### src/include/lirh_defs.svh
// Register map, field layout and reset values of the local interrupt routing hub
// Function
// - Both local pins accept edge- or level-style requests, chosen per entry.
// - Every local source has its own vector table entry.
// - A pin entry in non-maskable mode delivers vector 2 to the core.
// - Writing the command register low word issues one inter-processor message when none is still pending.
// - Messages go out on the system bus or the dedicated interrupt bus.
// - Messages may target other processors or this processor itself.
// - Received messages go to the core with their vector and trigger mode.
// - The timer raises a local interrupt when its count runs out.
// - Performance counter overflow can raise a local interrupt.
// - Thermal trip can raise a local interrupt.
// - Illegal register access is flagged and can raise an error interrupt.
// - When disabled, the core takes legacy controller interrupts directly.
// - Registers are memory mapped and reached by plain loads and stores.
// - Registers decode in a 4 KByte page based at FEE00000H.
`ifndef LIRH_DEFS_SVH
`define LIRH_DEFS_SVH
`define LIRH_BASE_ADDR   32'hFEE0_0000
`define LIRH_OFF_ID      12'h020
`define LIRH_OFF_CTRL    12'h0F0
`define LIRH_OFF_ERR     12'h280
`define LIRH_OFF_ICR_LO  12'h300
`define LIRH_OFF_ICR_HI  12'h310
`define LIRH_OFF_LVT0    12'h320
`define LIRH_OFF_TINIT   12'h380
`define LIRH_OFF_TCUR    12'h390
`define LIRH_OFF_PEND    12'h3A0
`define LIRH_LVT_STEP    8'h32
`define LIRH_F_TRIG      15
`define LIRH_F_MASK      16
`define LIRH_F_BUSY      12
`define LIRH_F_SELF      18
`define LIRH_F_EN        8
`define LIRH_F_SYSBUS    9
`define LIRH_F_ILLEGAL   7
`define LIRH_MODE_NMI    3'h4
`define LIRH_VEC_NMI     8'h02
`define LIRH_DEST_ALL    8'hFF
`define LIRH_LVT_RST     17'h1_0000
`define LIRH_RESP_OK     2'h0
`define LIRH_RESP_ERR    2'h2
`define LIRH_SRC_RX      3'h6
`define LIRH_SRC_LEGACY  3'h7
`endif

### src/include/lirh_pkg.sv
// Types shared by the local interrupt routing hub
package lirh_pkg;
	typedef enum logic {LIRH_DLV_IDLE, LIRH_DLV_BUSY} lirh_dlv_e;
	typedef logic [16:0] lirh_lvt_t;
endpackage : lirh_pkg

### src/rtl/lirh_hub.sv
// Local interrupt routing hub: AXI4-Lite registers, sources, messages, core delivery
`include "lirh_defs.svh"
module lirh_hub import lirh_pkg::*; #(
	parameter int         NSRC   = 6,
	parameter logic [7:0] ID_RST = 8'h00
) (
	// Clock and reset
	input  wire logic        core_clk,
	input  wire logic        srst,
	// AXI4-Lite register port
	input  wire logic [31:0] s_axi_awaddr,
	input  wire logic        s_axi_awvalid,
	output logic             s_axi_awready,
	input  wire logic [31:0] s_axi_wdata,
	input  wire logic [3:0]  s_axi_wstrb,
	input  wire logic        s_axi_wvalid,
	output logic             s_axi_wready,
	output logic [1:0]       s_axi_bresp,
	output logic             s_axi_bvalid,
	input  wire logic        s_axi_bready,
	input  wire logic [31:0] s_axi_araddr,
	input  wire logic        s_axi_arvalid,
	output logic             s_axi_arready,
	output logic [31:0]      s_axi_rdata,
	output logic [1:0]       s_axi_rresp,
	output logic             s_axi_rvalid,
	input  wire logic        s_axi_rready,
	// Local pins and internal sources
	input  wire logic        local_irq_pin_zero,
	input  wire logic        local_irq_pin_one,
	input  wire logic        perf_ovf,
	input  wire logic        thermal_trip,
	// Legacy controller
	input  wire logic        legacy_irq,
	input  wire logic [7:0]  legacy_vector,
	// Outgoing messages
	output logic             msg_out_valid,
	input  wire logic        msg_out_ready,
	output logic [7:0]       msg_out_dest,
	output logic [7:0]       msg_out_vector,
	output logic             msg_out_level,
	output logic             msg_on_sysbus,
	// Incoming messages
	input  wire logic        msg_in_valid,
	output logic             msg_in_ready,
	input  wire logic [7:0]  msg_in_dest,
	input  wire logic [7:0]  msg_in_vector,
	input  wire logic        msg_in_level,
	// Core delivery
	output logic             core_irq_valid,
	input  wire logic        core_irq_ack,
	output logic [7:0]       core_irq_vector,
	output logic             core_irq_nmi,
	output logic             core_irq_level
);
	localparam logic [31:0] BASE = `LIRH_BASE_ADDR;

	// ------------------------------------------------------------
	// Pin synchronisers
	// ------------------------------------------------------------
	logic [2:0] sy1_r, sy2_r;
	always_ff @(posedge core_clk) begin
		if (srst) begin
			sy1_r <= 3'h0;
			sy2_r <= 3'h0;
		end else begin
			sy1_r <= {legacy_irq, local_irq_pin_one, local_irq_pin_zero};
			sy2_r <= sy1_r;
		end
	end

	// ------------------------------------------------------------
	// State
	// ------------------------------------------------------------
	logic             aw_have_r, aw_have_nxt, w_have_r, w_have_nxt;
	logic [31:0]      awaddr_r, awaddr_nxt, wdata_r, wdata_nxt;
	logic [3:0]       wstrb_r, wstrb_nxt;
	logic             bvalid_r, bvalid_nxt, rvalid_r, rvalid_nxt;
	logic [1:0]       bresp_r, bresp_nxt, rresp_r, rresp_nxt;
	logic [31:0]      rdata_r, rdata_nxt;
	logic [7:0]       id_r, id_nxt, dest_r, dest_nxt;
	logic             en_r, en_nxt, sysbus_r, sysbus_nxt, err_r, err_nxt;
	lirh_lvt_t        lvt_r [NSRC];
	lirh_lvt_t        lvt_nxt [NSRC];
	logic [31:0]      tinit_r, tinit_nxt, tcur_r, tcur_nxt;
	logic [NSRC-1:0]  pend_r, pend_nxt, prev_r, src_lvl;
	logic             out_valid_r, out_valid_nxt, out_self_r, out_self_nxt;
	logic             out_lvl_r, out_lvl_nxt;
	logic [7:0]       out_dest_r, out_dest_nxt, out_vec_r, out_vec_nxt;
	logic             rx_valid_r, rx_valid_nxt, rx_lvl_r, rx_lvl_nxt;
	logic [7:0]       rx_vec_r, rx_vec_nxt;
	lirh_dlv_e        dlv_r, dlv_nxt;
	logic [2:0]       dsrc_r, dsrc_nxt;
	logic [7:0]       dvec_r, dvec_nxt;
	logic             dnmi_r, dnmi_nxt, dlvl_r, dlvl_nxt;

	// ------------------------------------------------------------
	// Address decode
	// ------------------------------------------------------------
	logic       wr_do, rd_do, wr_ok, rd_ok, err_evt, timer_evt, ack_fire;
	logic [7:0] wlvt, rlvt;
	logic [11:0] woff, roff;
	assign woff      = awaddr_r[11:0];
	assign roff      = s_axi_araddr[11:0];
	assign wlvt      = 8'(woff[11:4] - `LIRH_LVT_STEP);
	assign rlvt      = 8'(roff[11:4] - `LIRH_LVT_STEP);
	assign wr_do     = aw_have_r && w_have_r && !bvalid_r;
	assign rd_do     = s_axi_arvalid && s_axi_arready;
	assign ack_fire  = (dlv_r == LIRH_DLV_BUSY) && core_irq_ack;
	assign timer_evt = (tcur_r == 32'h0000_0001);

	always_comb begin
		wr_ok = 1'b0;
		if (awaddr_r[31:12] == BASE[31:12] && woff[3:0] == 4'h0 && wstrb_r == 4'hF) begin
			unique case (woff)
				`LIRH_OFF_ID, `LIRH_OFF_CTRL, `LIRH_OFF_ERR, `LIRH_OFF_ICR_LO,
				`LIRH_OFF_ICR_HI, `LIRH_OFF_TINIT: wr_ok = 1'b1;
				default: wr_ok = (wlvt < 8'(NSRC));
			endcase
		end
	end

	always_comb begin
		rd_ok     = s_axi_araddr[31:12] == BASE[31:12] && roff[3:0] == 4'h0;
		rdata_nxt = 32'h0000_0000;
		unique case (roff)
			`LIRH_OFF_ID:     rdata_nxt = {24'h00_0000, id_r};
			`LIRH_OFF_CTRL:   rdata_nxt = {22'h00_0000, sysbus_r, en_r, 8'h00};
			`LIRH_OFF_ERR:    rdata_nxt = {24'h00_0000, err_r, 7'h00};
			`LIRH_OFF_ICR_LO: rdata_nxt = {19'h0_0000, out_valid_r, 4'h0, out_vec_r};
			`LIRH_OFF_ICR_HI: rdata_nxt = {dest_r, 24'h00_0000};
			`LIRH_OFF_TINIT:  rdata_nxt = tinit_r;
			`LIRH_OFF_TCUR:   rdata_nxt = tcur_r;
			`LIRH_OFF_PEND:   rdata_nxt = 32'(pend_r);
			default: begin
				if (rlvt < 8'(NSRC))
					rdata_nxt = {15'h0000, lvt_r[rlvt[2:0]]};
				else
					rd_ok = 1'b0;
			end
		endcase
		// Refused reads return zero, never a neighbour's contents
		if (!rd_ok)
			rdata_nxt = 32'h0000_0000;
		err_evt = (wr_do && !wr_ok) || (rd_do && !rd_ok);
	end

	// ------------------------------------------------------------
	// AXI4-Lite handshakes
	// ------------------------------------------------------------
	assign s_axi_awready = !aw_have_r && !bvalid_r;
	assign s_axi_wready  = !w_have_r && !bvalid_r;
	assign s_axi_arready = !rvalid_r;
	assign s_axi_bvalid  = bvalid_r;
	assign s_axi_bresp   = bresp_r;
	assign s_axi_rvalid  = rvalid_r;
	assign s_axi_rresp   = rresp_r;
	assign s_axi_rdata   = rdata_r;

	always_comb begin
		aw_have_nxt = aw_have_r;
		w_have_nxt  = w_have_r;
		awaddr_nxt  = awaddr_r;
		wdata_nxt   = wdata_r;
		wstrb_nxt   = wstrb_r;
		bvalid_nxt  = bvalid_r && !s_axi_bready;
		bresp_nxt   = bresp_r;
		rvalid_nxt  = rvalid_r && !s_axi_rready;
		rresp_nxt   = rresp_r;
		if (s_axi_awvalid && s_axi_awready) begin
			aw_have_nxt = 1'b1;
			awaddr_nxt  = s_axi_awaddr;
		end
		if (s_axi_wvalid && s_axi_wready) begin
			w_have_nxt = 1'b1;
			wdata_nxt  = s_axi_wdata;
			wstrb_nxt  = s_axi_wstrb;
		end
		if (wr_do) begin
			aw_have_nxt = 1'b0;
			w_have_nxt  = 1'b0;
			bvalid_nxt  = 1'b1;
			bresp_nxt   = wr_ok ? `LIRH_RESP_OK : `LIRH_RESP_ERR;
		end
		if (rd_do) begin
			rvalid_nxt = 1'b1;
			rresp_nxt  = rd_ok ? `LIRH_RESP_OK : `LIRH_RESP_ERR;
		end
	end

	// ------------------------------------------------------------
	// Registers, timer, sources, messages
	// ------------------------------------------------------------
	// Order: timer, thermal, perf, pin zero, pin one, error
	assign src_lvl = NSRC'({err_evt, sy2_r[1], sy2_r[0], perf_ovf, thermal_trip, timer_evt});

	always_comb begin
		id_nxt        = id_r;
		en_nxt        = en_r;
		sysbus_nxt    = sysbus_r;
		dest_nxt      = dest_r;
		tinit_nxt     = tinit_r;
		lvt_nxt       = lvt_r;
		tcur_nxt      = (tcur_r != 32'h0000_0000) ? tcur_r - 32'h0000_0001 : tcur_r;
		err_nxt       = err_r;
		out_valid_nxt = out_valid_r;
		out_self_nxt  = out_self_r;
		out_dest_nxt  = out_dest_r;
		out_vec_nxt   = out_vec_r;
		out_lvl_nxt   = out_lvl_r;
		rx_valid_nxt  = rx_valid_r && !(ack_fire && dsrc_r == `LIRH_SRC_RX);
		rx_vec_nxt    = rx_vec_r;
		rx_lvl_nxt    = rx_lvl_r;
		if (wr_do && wr_ok) begin
			unique case (woff)
				`LIRH_OFF_ID:     id_nxt = wdata_r[7:0];
				`LIRH_OFF_CTRL: begin
					en_nxt     = wdata_r[`LIRH_F_EN];
					sysbus_nxt = wdata_r[`LIRH_F_SYSBUS];
				end
				`LIRH_OFF_ERR:    err_nxt = 1'b0;
				`LIRH_OFF_ICR_HI: dest_nxt = wdata_r[31:24];
				`LIRH_OFF_TINIT: begin
					tinit_nxt = wdata_r;
					tcur_nxt  = wdata_r;
				end
				`LIRH_OFF_ICR_LO: begin
					if (!out_valid_r) begin
						out_valid_nxt = 1'b1;
						out_self_nxt  = wdata_r[`LIRH_F_SELF] || dest_r == id_r;
						out_dest_nxt  = wdata_r[`LIRH_F_SELF] ? id_r : dest_r;
						out_vec_nxt   = wdata_r[7:0];
						out_lvl_nxt   = wdata_r[`LIRH_F_TRIG];
					end
				end
				default: lvt_nxt[wlvt[2:0]] = wdata_r[16:0];
			endcase
		end
		if (err_evt)
			err_nxt = 1'b1;
		if (out_valid_r && !out_self_r && msg_out_ready)
			out_valid_nxt = 1'b0;
		if (out_valid_r && out_self_r && !rx_valid_r) begin
			out_valid_nxt = 1'b0;
			rx_valid_nxt  = en_r;
			rx_vec_nxt    = out_vec_r;
			rx_lvl_nxt    = out_lvl_r;
		end
		if (msg_in_valid && msg_in_ready && en_r &&
			(msg_in_dest == id_r || msg_in_dest == `LIRH_DEST_ALL)) begin
			rx_valid_nxt = 1'b1;
			rx_vec_nxt   = msg_in_vector;
			rx_lvl_nxt   = msg_in_level;
		end
		for (int i = 0; i < NSRC; i++) begin
			pend_nxt[i] = pend_r[i] && !(ack_fire && dsrc_r == 3'(i));
			if (en_r && !lvt_r[i][`LIRH_F_MASK] && src_lvl[i] &&
				(lvt_r[i][`LIRH_F_TRIG] || !prev_r[i]))
				pend_nxt[i] = 1'b1;
		end
	end

	assign msg_out_valid  = out_valid_r && !out_self_r;
	assign msg_out_dest   = out_dest_r;
	assign msg_out_vector = out_vec_r;
	assign msg_out_level  = out_lvl_r;
	assign msg_on_sysbus  = sysbus_r;
	assign msg_in_ready   = !rx_valid_r && !(out_valid_r && out_self_r);

	// ------------------------------------------------------------
	// Core delivery
	// ------------------------------------------------------------
	always_comb begin
		dlv_nxt  = dlv_r;
		dsrc_nxt = dsrc_r;
		dvec_nxt = dvec_r;
		dnmi_nxt = dnmi_r;
		dlvl_nxt = dlvl_r;
		unique case (dlv_r)
			LIRH_DLV_IDLE: begin
				if (!en_r) begin
					if (sy2_r[2]) begin
						dlv_nxt  = LIRH_DLV_BUSY;
						dsrc_nxt = `LIRH_SRC_LEGACY;
						dvec_nxt = legacy_vector;
						dnmi_nxt = 1'b0;
						dlvl_nxt = 1'b1;
					end
				end else if (rx_valid_r) begin
					dlv_nxt  = LIRH_DLV_BUSY;
					dsrc_nxt = `LIRH_SRC_RX;
					dvec_nxt = rx_vec_r;
					dnmi_nxt = 1'b0;
					dlvl_nxt = rx_lvl_r;
				end else begin
					for (int i = NSRC - 1; i >= 0; i--) begin
						if (pend_r[i]) begin
							dlv_nxt  = LIRH_DLV_BUSY;
							dsrc_nxt = 3'(i);
							dnmi_nxt = lvt_r[i][10:8] == `LIRH_MODE_NMI;
							dvec_nxt = dnmi_nxt ? `LIRH_VEC_NMI : lvt_r[i][7:0];
							dlvl_nxt = lvt_r[i][`LIRH_F_TRIG];
						end
					end
				end
			end
			LIRH_DLV_BUSY: if (core_irq_ack) dlv_nxt = LIRH_DLV_IDLE;
		endcase
	end

	assign core_irq_valid  = dlv_r == LIRH_DLV_BUSY;
	assign core_irq_vector = dvec_r;
	assign core_irq_nmi    = dnmi_r;
	assign core_irq_level  = dlvl_r;

	always_ff @(posedge core_clk) begin
		if (srst) begin
			{aw_have_r, w_have_r, bvalid_r, rvalid_r} <= 4'h0;
			{awaddr_r, wdata_r, rdata_r} <= {3{32'h0000_0000}};
			{wstrb_r, bresp_r, rresp_r} <= 8'h00;
			{id_r, dest_r} <= {ID_RST, 8'h00};
			{en_r, sysbus_r, err_r} <= 3'b010;
			lvt_r   <= '{default: `LIRH_LVT_RST};
			{tinit_r, tcur_r} <= {2{32'h0000_0000}};
			pend_r  <= '0;
			prev_r  <= '0;
			{out_valid_r, out_self_r, out_lvl_r, rx_valid_r, rx_lvl_r} <= 5'h00;
			{out_dest_r, out_vec_r, rx_vec_r} <= 24'h00_0000;
			dlv_r   <= LIRH_DLV_IDLE;
			{dsrc_r, dvec_r, dnmi_r, dlvl_r} <= 13'h0000;
		end else begin
			aw_have_r <= aw_have_nxt;
			w_have_r  <= w_have_nxt;
			awaddr_r  <= awaddr_nxt;
			wdata_r   <= wdata_nxt;
			wstrb_r   <= wstrb_nxt;
			bvalid_r  <= bvalid_nxt;
			bresp_r   <= bresp_nxt;
			rvalid_r  <= rvalid_nxt;
			rresp_r   <= rresp_nxt;
			if (rd_do)
				rdata_r <= rdata_nxt;
			id_r        <= id_nxt;
			dest_r      <= dest_nxt;
			en_r        <= en_nxt;
			sysbus_r    <= sysbus_nxt;
			err_r       <= err_nxt;
			lvt_r       <= lvt_nxt;
			tinit_r     <= tinit_nxt;
			tcur_r      <= tcur_nxt;
			pend_r      <= pend_nxt;
			prev_r      <= src_lvl;
			out_valid_r <= out_valid_nxt;
			out_self_r  <= out_self_nxt;
			out_lvl_r   <= out_lvl_nxt;
			out_dest_r  <= out_dest_nxt;
			out_vec_r   <= out_vec_nxt;
			rx_valid_r  <= rx_valid_nxt;
			rx_vec_r    <= rx_vec_nxt;
			rx_lvl_r    <= rx_lvl_nxt;
			dlv_r       <= dlv_nxt;
			dsrc_r      <= dsrc_nxt;
			dvec_r      <= dvec_nxt;
			dnmi_r      <= dnmi_nxt;
			dlvl_r      <= dlvl_nxt;
		end
	end
endmodule : lirh_hub

### config.mk
export PLATFORM = sky130hd
export DESIGN_NAME = lirh_hub
export DESIGN_NICKNAME = d
export VERILOG_FILES = /design/src/include/lirh_pkg.sv /design/src/rtl/lirh_hub.sv
export VERILOG_INCLUDE_DIRS = /design/src /design/src/include
export SDC_FILE = /design/constraint.sdc
export NUM_CORES = 1
export LEC_CHECK = 0
export BUFFER_PORTS_ARGS = -buffer_cell sky130_fd_sc_hd__buf_2
export CAP_MARGIN = 15
export CELL_PAD_IN_SITES_DETAIL_PLACEMENT = 0
export CELL_PAD_IN_SITES_GLOBAL_PLACEMENT = 1
export CORE_ASPECT_RATIO = 1.1
export CORE_MARGIN = 3
export CORE_UTILIZATION = 40
export CTS_BUF_LIST = sky130_fd_sc_hd__clkbuf_4 sky130_fd_sc_hd__clkbuf_8 sky130_fd_sc_hd__clkbuf_16
export DETAILED_ROUTE_END_ITERATION = 8
export PLACE_DENSITY_LB_ADDON = 0.08
export SLEW_MARGIN = 20
export SYNTH_ARGS = -nofsm -noshare
export SYNTH_HDL_FRONTEND = slang
export SYNTH_SLANG_ARGS = --single-unit
### constraint.sdc
create_clock -name core_clk -period 3.5 [get_ports core_clk]
set_input_delay 0.7 -clock core_clk [delete_from_list [all_inputs] [get_ports core_clk]]
set_output_delay 0.7 -clock core_clk [all_outputs]
set_load 0.05 [all_outputs]
==> results of run 1 <==
## cells by family (layout without fill, tap and decap cells)
logic type | count (synthesis) | in the layout
AOI/OAI and AO/OA | 389 | 389
xor gates and xnor gates | 41 | 41
adders and majority gates | 8 | 8
buffers and inverters | 167 | 344
DFF | 352 | 352
muxes | 203 | 203
other | 1 | 2
and+or+nand+nor | 741 | 741
## final timing paths
path | startpoint | end | slack (ns)
setup / recovery | awaddr_r[16] | tcur_r[28] | 0.67
hold / removal | s_axi_rready | s_axi_rvalid | 0.34
setup reg to reg | awaddr_r[16] | tcur_r[28] | 0.67
hold reg to reg | tinit_r[31] | tinit_r[31] | 0.45
## sequential cells by signal (all words and copies together), names as in the netlist, 32 cells and up
register and flops:
wdata_r 32, lvt_r 102, tinit_r 32, tcur_r 32, s_axi_rdata 32, awaddr_r 32
## area by class of cell
class | count | area (um2) | area share [%]
clock buffers | 56 | 1200 | 6.25
inverters | 16 | 60.1 | 0.312
flip-flops and latches | 352 | 7050 | 36.6
repair buffers | 257 | 1470 | 7.63
clock inverters | 15 | 178 | 0.924
multi-input cells | 1384 | 8640 | 44.9
well taps | 507 | 634 | 3.30
## power breakdown
group          switching (mW)  leakage [nW]  internal (mW)
Clock                    1.72         0.696           2.68
Combinational            1.06          4.48          0.758
Sequential              0.315          2.85           4.23
Total                    3.09          8.03           7.67
## stage by stage
| step | power (mW) | worst slack, ns | hold WS (ns) | instance area [um2] | instances |
|---|---|---|---|---|---|
| finish | 10.8 | 0.673 | 0.340 | 19200 | 2587 |
| global route | 11.2 | 0.558 | 0.320 | 19200 | 2587 |
| CTS | 10.9 | 0.701 | 0.309 | 19200 | 2587 |
| detailed placement | 6.44 | 0.262 | 0.444 | 17800 | 2516 |
| global placement | 6.42 | 0.366 | 0.437 | 17800 | 2516 |
| floorplan | 5.92 | 0.269 | 0.414 | 16300 | 1903 |
## critical path, delay by kind of cell, from the launching register on
kind | cells | cell delay [ns]
AND/OR/NAND/NOR | 5 | 2.02
buffers and inverters | 1 | 0.24
AO/OA/AOI/OAI | 1 | 0.06
flip-flops | 1 | 0.31
## cell usage in the layout, fill, tap and decap left out, types with 23 or more instances in the layout
| master | instances |
|---|---|
| nand2_1 | 272 |
| clkbuf_16 | 41 |
| buf_4 | 44 |
| xnor2_1 | 26 |
| a22oi_1 | 25 |
| nor3_1 | 45 |
| buf_2 | 208 |
| nor2_1 | 236 |
| o21ai_0 | 57 |
| mux2i_1 | 187 |
| dfxtp_1 | 352 |
| nor2b_1 | 23 |
| a21oi_1 | 170 |
## layer usage
metal	vias to the layer above	track usage, %
met2	363	42.5
met5	-	0
met1	6964	32.0
met4	0	8.69
met3	94	3.91
li1	7017	-
==> metrics.cfg, run 1 <==
[timing]
fin_tns_setup_ns=0
worst_pin_slew_ns=1.05
max_freq_mhz=354
skew_ns=0.0107
fin_crit_ns=2.83
hold_viol=0
final.period_utilization_pct=80.8
slew_violations=0
rsz0062_at_grt=false
setup_violations=0
max_slew_margin_pct=30.0

[clock_tree]
cts_root_buffer=clkbuf_16
clockBufferDepth=3
cts_setup_buffers=0
clkLatencyLatePin_ns=0.55
clk_pin_slew_worst_paths_ns=0.06
numClockSinks=352
cts_buffers=40
cts-resized-gates=0
cts_htree_levels=2
tritoncts=done
cts_hold_buf=0

[yosys]
synthTopCellsByArea=dfxtp_1, mux2i_1, nand2_1, nor2_1, a21oi_1
synth_top_family_by_area=simple AND/OR/NAND/NOR gates
synthCells=1902
synth_area_um2=16300
synthSimpleGateAreaFrac_pct=21.1
synth_warnings=0
synth_compound_area_share_pct=15.6
synthArstFlopShare_pct=0
synth_xor_xnor_area_share_pct=2.20
synth_adder_area_share_pct=0.613
synth_cell_types=72
ys_seq_area_share_pct=43.2
synth_top_area_cell=dfxtp_1
ys_ff_latch=352
synth_top_area_share_pct=43.2
synth_mux_area_share_pct=13.1
ys_top_cells_by_count=dfxtp_1, nand2_1, nor2_1
ys.flop_type=dfxtp_1
syn_avg_cell_area_um2=8.58
synth_edf_count=0
synth.most_common_cell=dfxtp_1

[floorplan]
rows=76
coreArea_um2=39700
die_area_um2=43300
die_h_um=218
io_pins=212
start_util_pct=41.1
die_w_um=199

[status]
status=completed

[critical_path]
arrival_ns=3.24
critPathCaptureType=register
cpPeakStageDelay_ns=0.71
startpoint_type=register
path_max_fanout=88
reg2reg_depth=7
crit_required_ns=3.92
critPathKind=register to register
path_cells=or4_4, nor4_4, nand3_2, or4_2, buf_12, nor2_1, a211oi_2
slowest_stage=or4_2

[final_layout]
syn_to_final_growth_pct=17.8
antenna_cells=0
drive_above_1_share_pct=18.7
num-fill-cells=3897
final_nets=2199
final_util_pct=48.4

[global_routing]
grt_pass1_vias=14200
antenna_found_initial=0
grt_max_degree=159
grt_pass1_wl_mm=83.6
globalRouteOverflowTotal=0
grtUsageTotal_pct=24.9

[detailed_routing]
routed.top_layer=met4
via_count=14400
drc=0
drt_iter0_markers=970
met3_length_mm=2.45
via_per_inst=5.58
wl_per_cell_um=21.3
finalWirelength_mm=55.0
dr.pass1.iters=7
wl_met2_mm=26.8
ant_nets=0
wl_met1_mm=23.8

[min_path]
min_path_type=input pin to register
min_path_cells=2

[power_and_ir_drop]
power.density_nw_per_um2=560
peakVddDrop_mv=0.420
p_leak_nw=8.03

[flow_run]
cap_violations=0

[placed_design]
hpwlAfterDp_mm=38.4
port_buffers=209
gp_congestion=0.885

Power figures use the tool's default switching activity.
==> run 2: changes to the inputs <==
- CORE_UTILIZATION: 40 -> 44
- clock period: 3.5 -> 2.9 ns (I/O delays scaled with it)
==> run 2 against run 1 <==
Critical path depth unchanged. Cell count about the same. Global-route usage increased by 1.0 points. Flip-flop and latch count unchanged. Clock power increased by 9.8%. Combinational power increased by 26%. Non-clock buffer count increased by 28. Largest cell class unchanged.
==> metrics.cfg, run 2 (same netlist as run 1, synthesis figures left out) <==
[status]
status=completed

[clock_tree]
cts-resized-gates=0
cts_buffers=40
cts_setup_buffers=0
cts_htree_levels=2
cts_hold_buf=0
cts_root_buffer=clkbuf_16
tritoncts=done
clk_pin_slew_worst_paths_ns=0.06
clockBufferDepth=3
clkLatencyLatePin_ns=0.54
numClockSinks=352

[placed_design]
hpwlAfterDp_mm=37.1
place_inst=2524
pre_cts_slack_ns=0.132
place_area_um2=18100
port_buffers=209
gp_congestion=0.919

[timing]
max_freq_mhz=367
final.period_utilization_pct=93.9
hold_viol=0
setup_ws_ns=0.176
fin_tns_setup_ns=0
max_slew_margin_pct=36.0
rsz0062_at_grt=false
skew_ns=0.0219
slew_violations=0
fin_crit_ns=2.72
worst_pin_slew_ns=0.952
setup_violations=0

[floorplan]
die_area_um2=39400
die_h_um=208
die_w_um=190
rows=73
io_pins=212
coreArea_um2=36400
start_util_pct=44.9

[critical_path]
r2r_setup_slack_ns=0.18
critPathKind=register to register
arrival_ns=3.12
startpoint_type=register
path_max_fanout=88
critPathCaptureType=register
crit_required_ns=3.30

[final_layout]
final_nets=2227
largest_register_ffs=102
final_cells=2586
multi_input_area_um2=8650
regMostFlops=lvt_r
num-fill-cells=3551
fin_area_um2=19300
regArea_um2=7050
antenna_cells=0
drive_above_1_share_pct=19.3
layout_commonest_cell=dfxtp_1
syn_to_final_growth_pct=18.4
final_cell_mix=dfxtp_1, nand2_1, nor2_1, buf_2, mux2i_1

[power_and_ir_drop]
p_leak_nw=8.11
power.density_nw_per_um2=653
peakVddDrop_mv=0.508
power_mw=12.6

[global_routing]
grt_max_degree=93
globalRouteOverflowTotal=0
grt_pass1_wl_mm=81.4
antenna_found_initial=0
grtUsageTotal_pct=26.0
grt_pass1_vias=14000

[detailed_routing]
finalWirelength_mm=52.6
ant_nets=0
via_per_inst=5.59
wl_per_cell_um=20.4
drc=0
via_count=14500
dr.pass1.iters=9
drt_iter0_markers=974

[min_path]
min_path_type=input pin to register

[flow_run]
cap_violations=0

run 2: report_power, final:
part | internal (mW) | total, mW | leakage [nW] | switching (mW)
combinational | 0.993 | 2.30 | 4.64 | 1.31
sequential | 5.10 | 5.48 | 2.85 | 0.379
clock | 2.87 | 4.83 | 0.616 | 1.97
run 2: final timing paths:
path,to,from,cells past startpoint
hold / removal,s_axi_rvalid,s_axi_rready,2
setup / recovery,tcur_r[13],awaddr_r[1],7
hold reg to reg,sy2_r[2],sy1_r[2],1
setup reg to reg,tcur_r[13],awaddr_r[1],7
run 2: critical path, stage by stage, from the launching register on:
cell and delay (ns):
dfxtp_1 0.31, or4_1 0.56, nor4_2 0.32, nand3_2 0.12, or4_2 0.71, buf_12 0.25, nor2_1 0.18, a211oi_2 0.06
run 2: routing by layer:
metal / GRT usage (%) / share of wire, % / vias up
li1: - / - / 7083
met1: 34.0 / 44 / 6916
met2: 44.0 / 48 / 370
met3: 3.62 / 4.7 / 87
met4: 8.77 / 3.2 / 0
met5: 0 / 0 / -
run 2: layout make-up:
cell class                 count  share of cell area (%)
multi-input combinational   1384                    44.8
timing repair buffer         285                    8.88
tap                          487                    3.15
clock inverter                 6                   0.337
sequential                   352                    36.5
clock buffer                  56                    6.02
inverter                      16                   0.311
run 2: metrics by stage:
stage,hold slack [ns],utilization [%]
global route,0.209,53.1
global placement,0.433,49.7
floorplan,0.414,-
detailed placement,0.422,49.7
finish,0.223,53.1
CTS,0.204,53.1
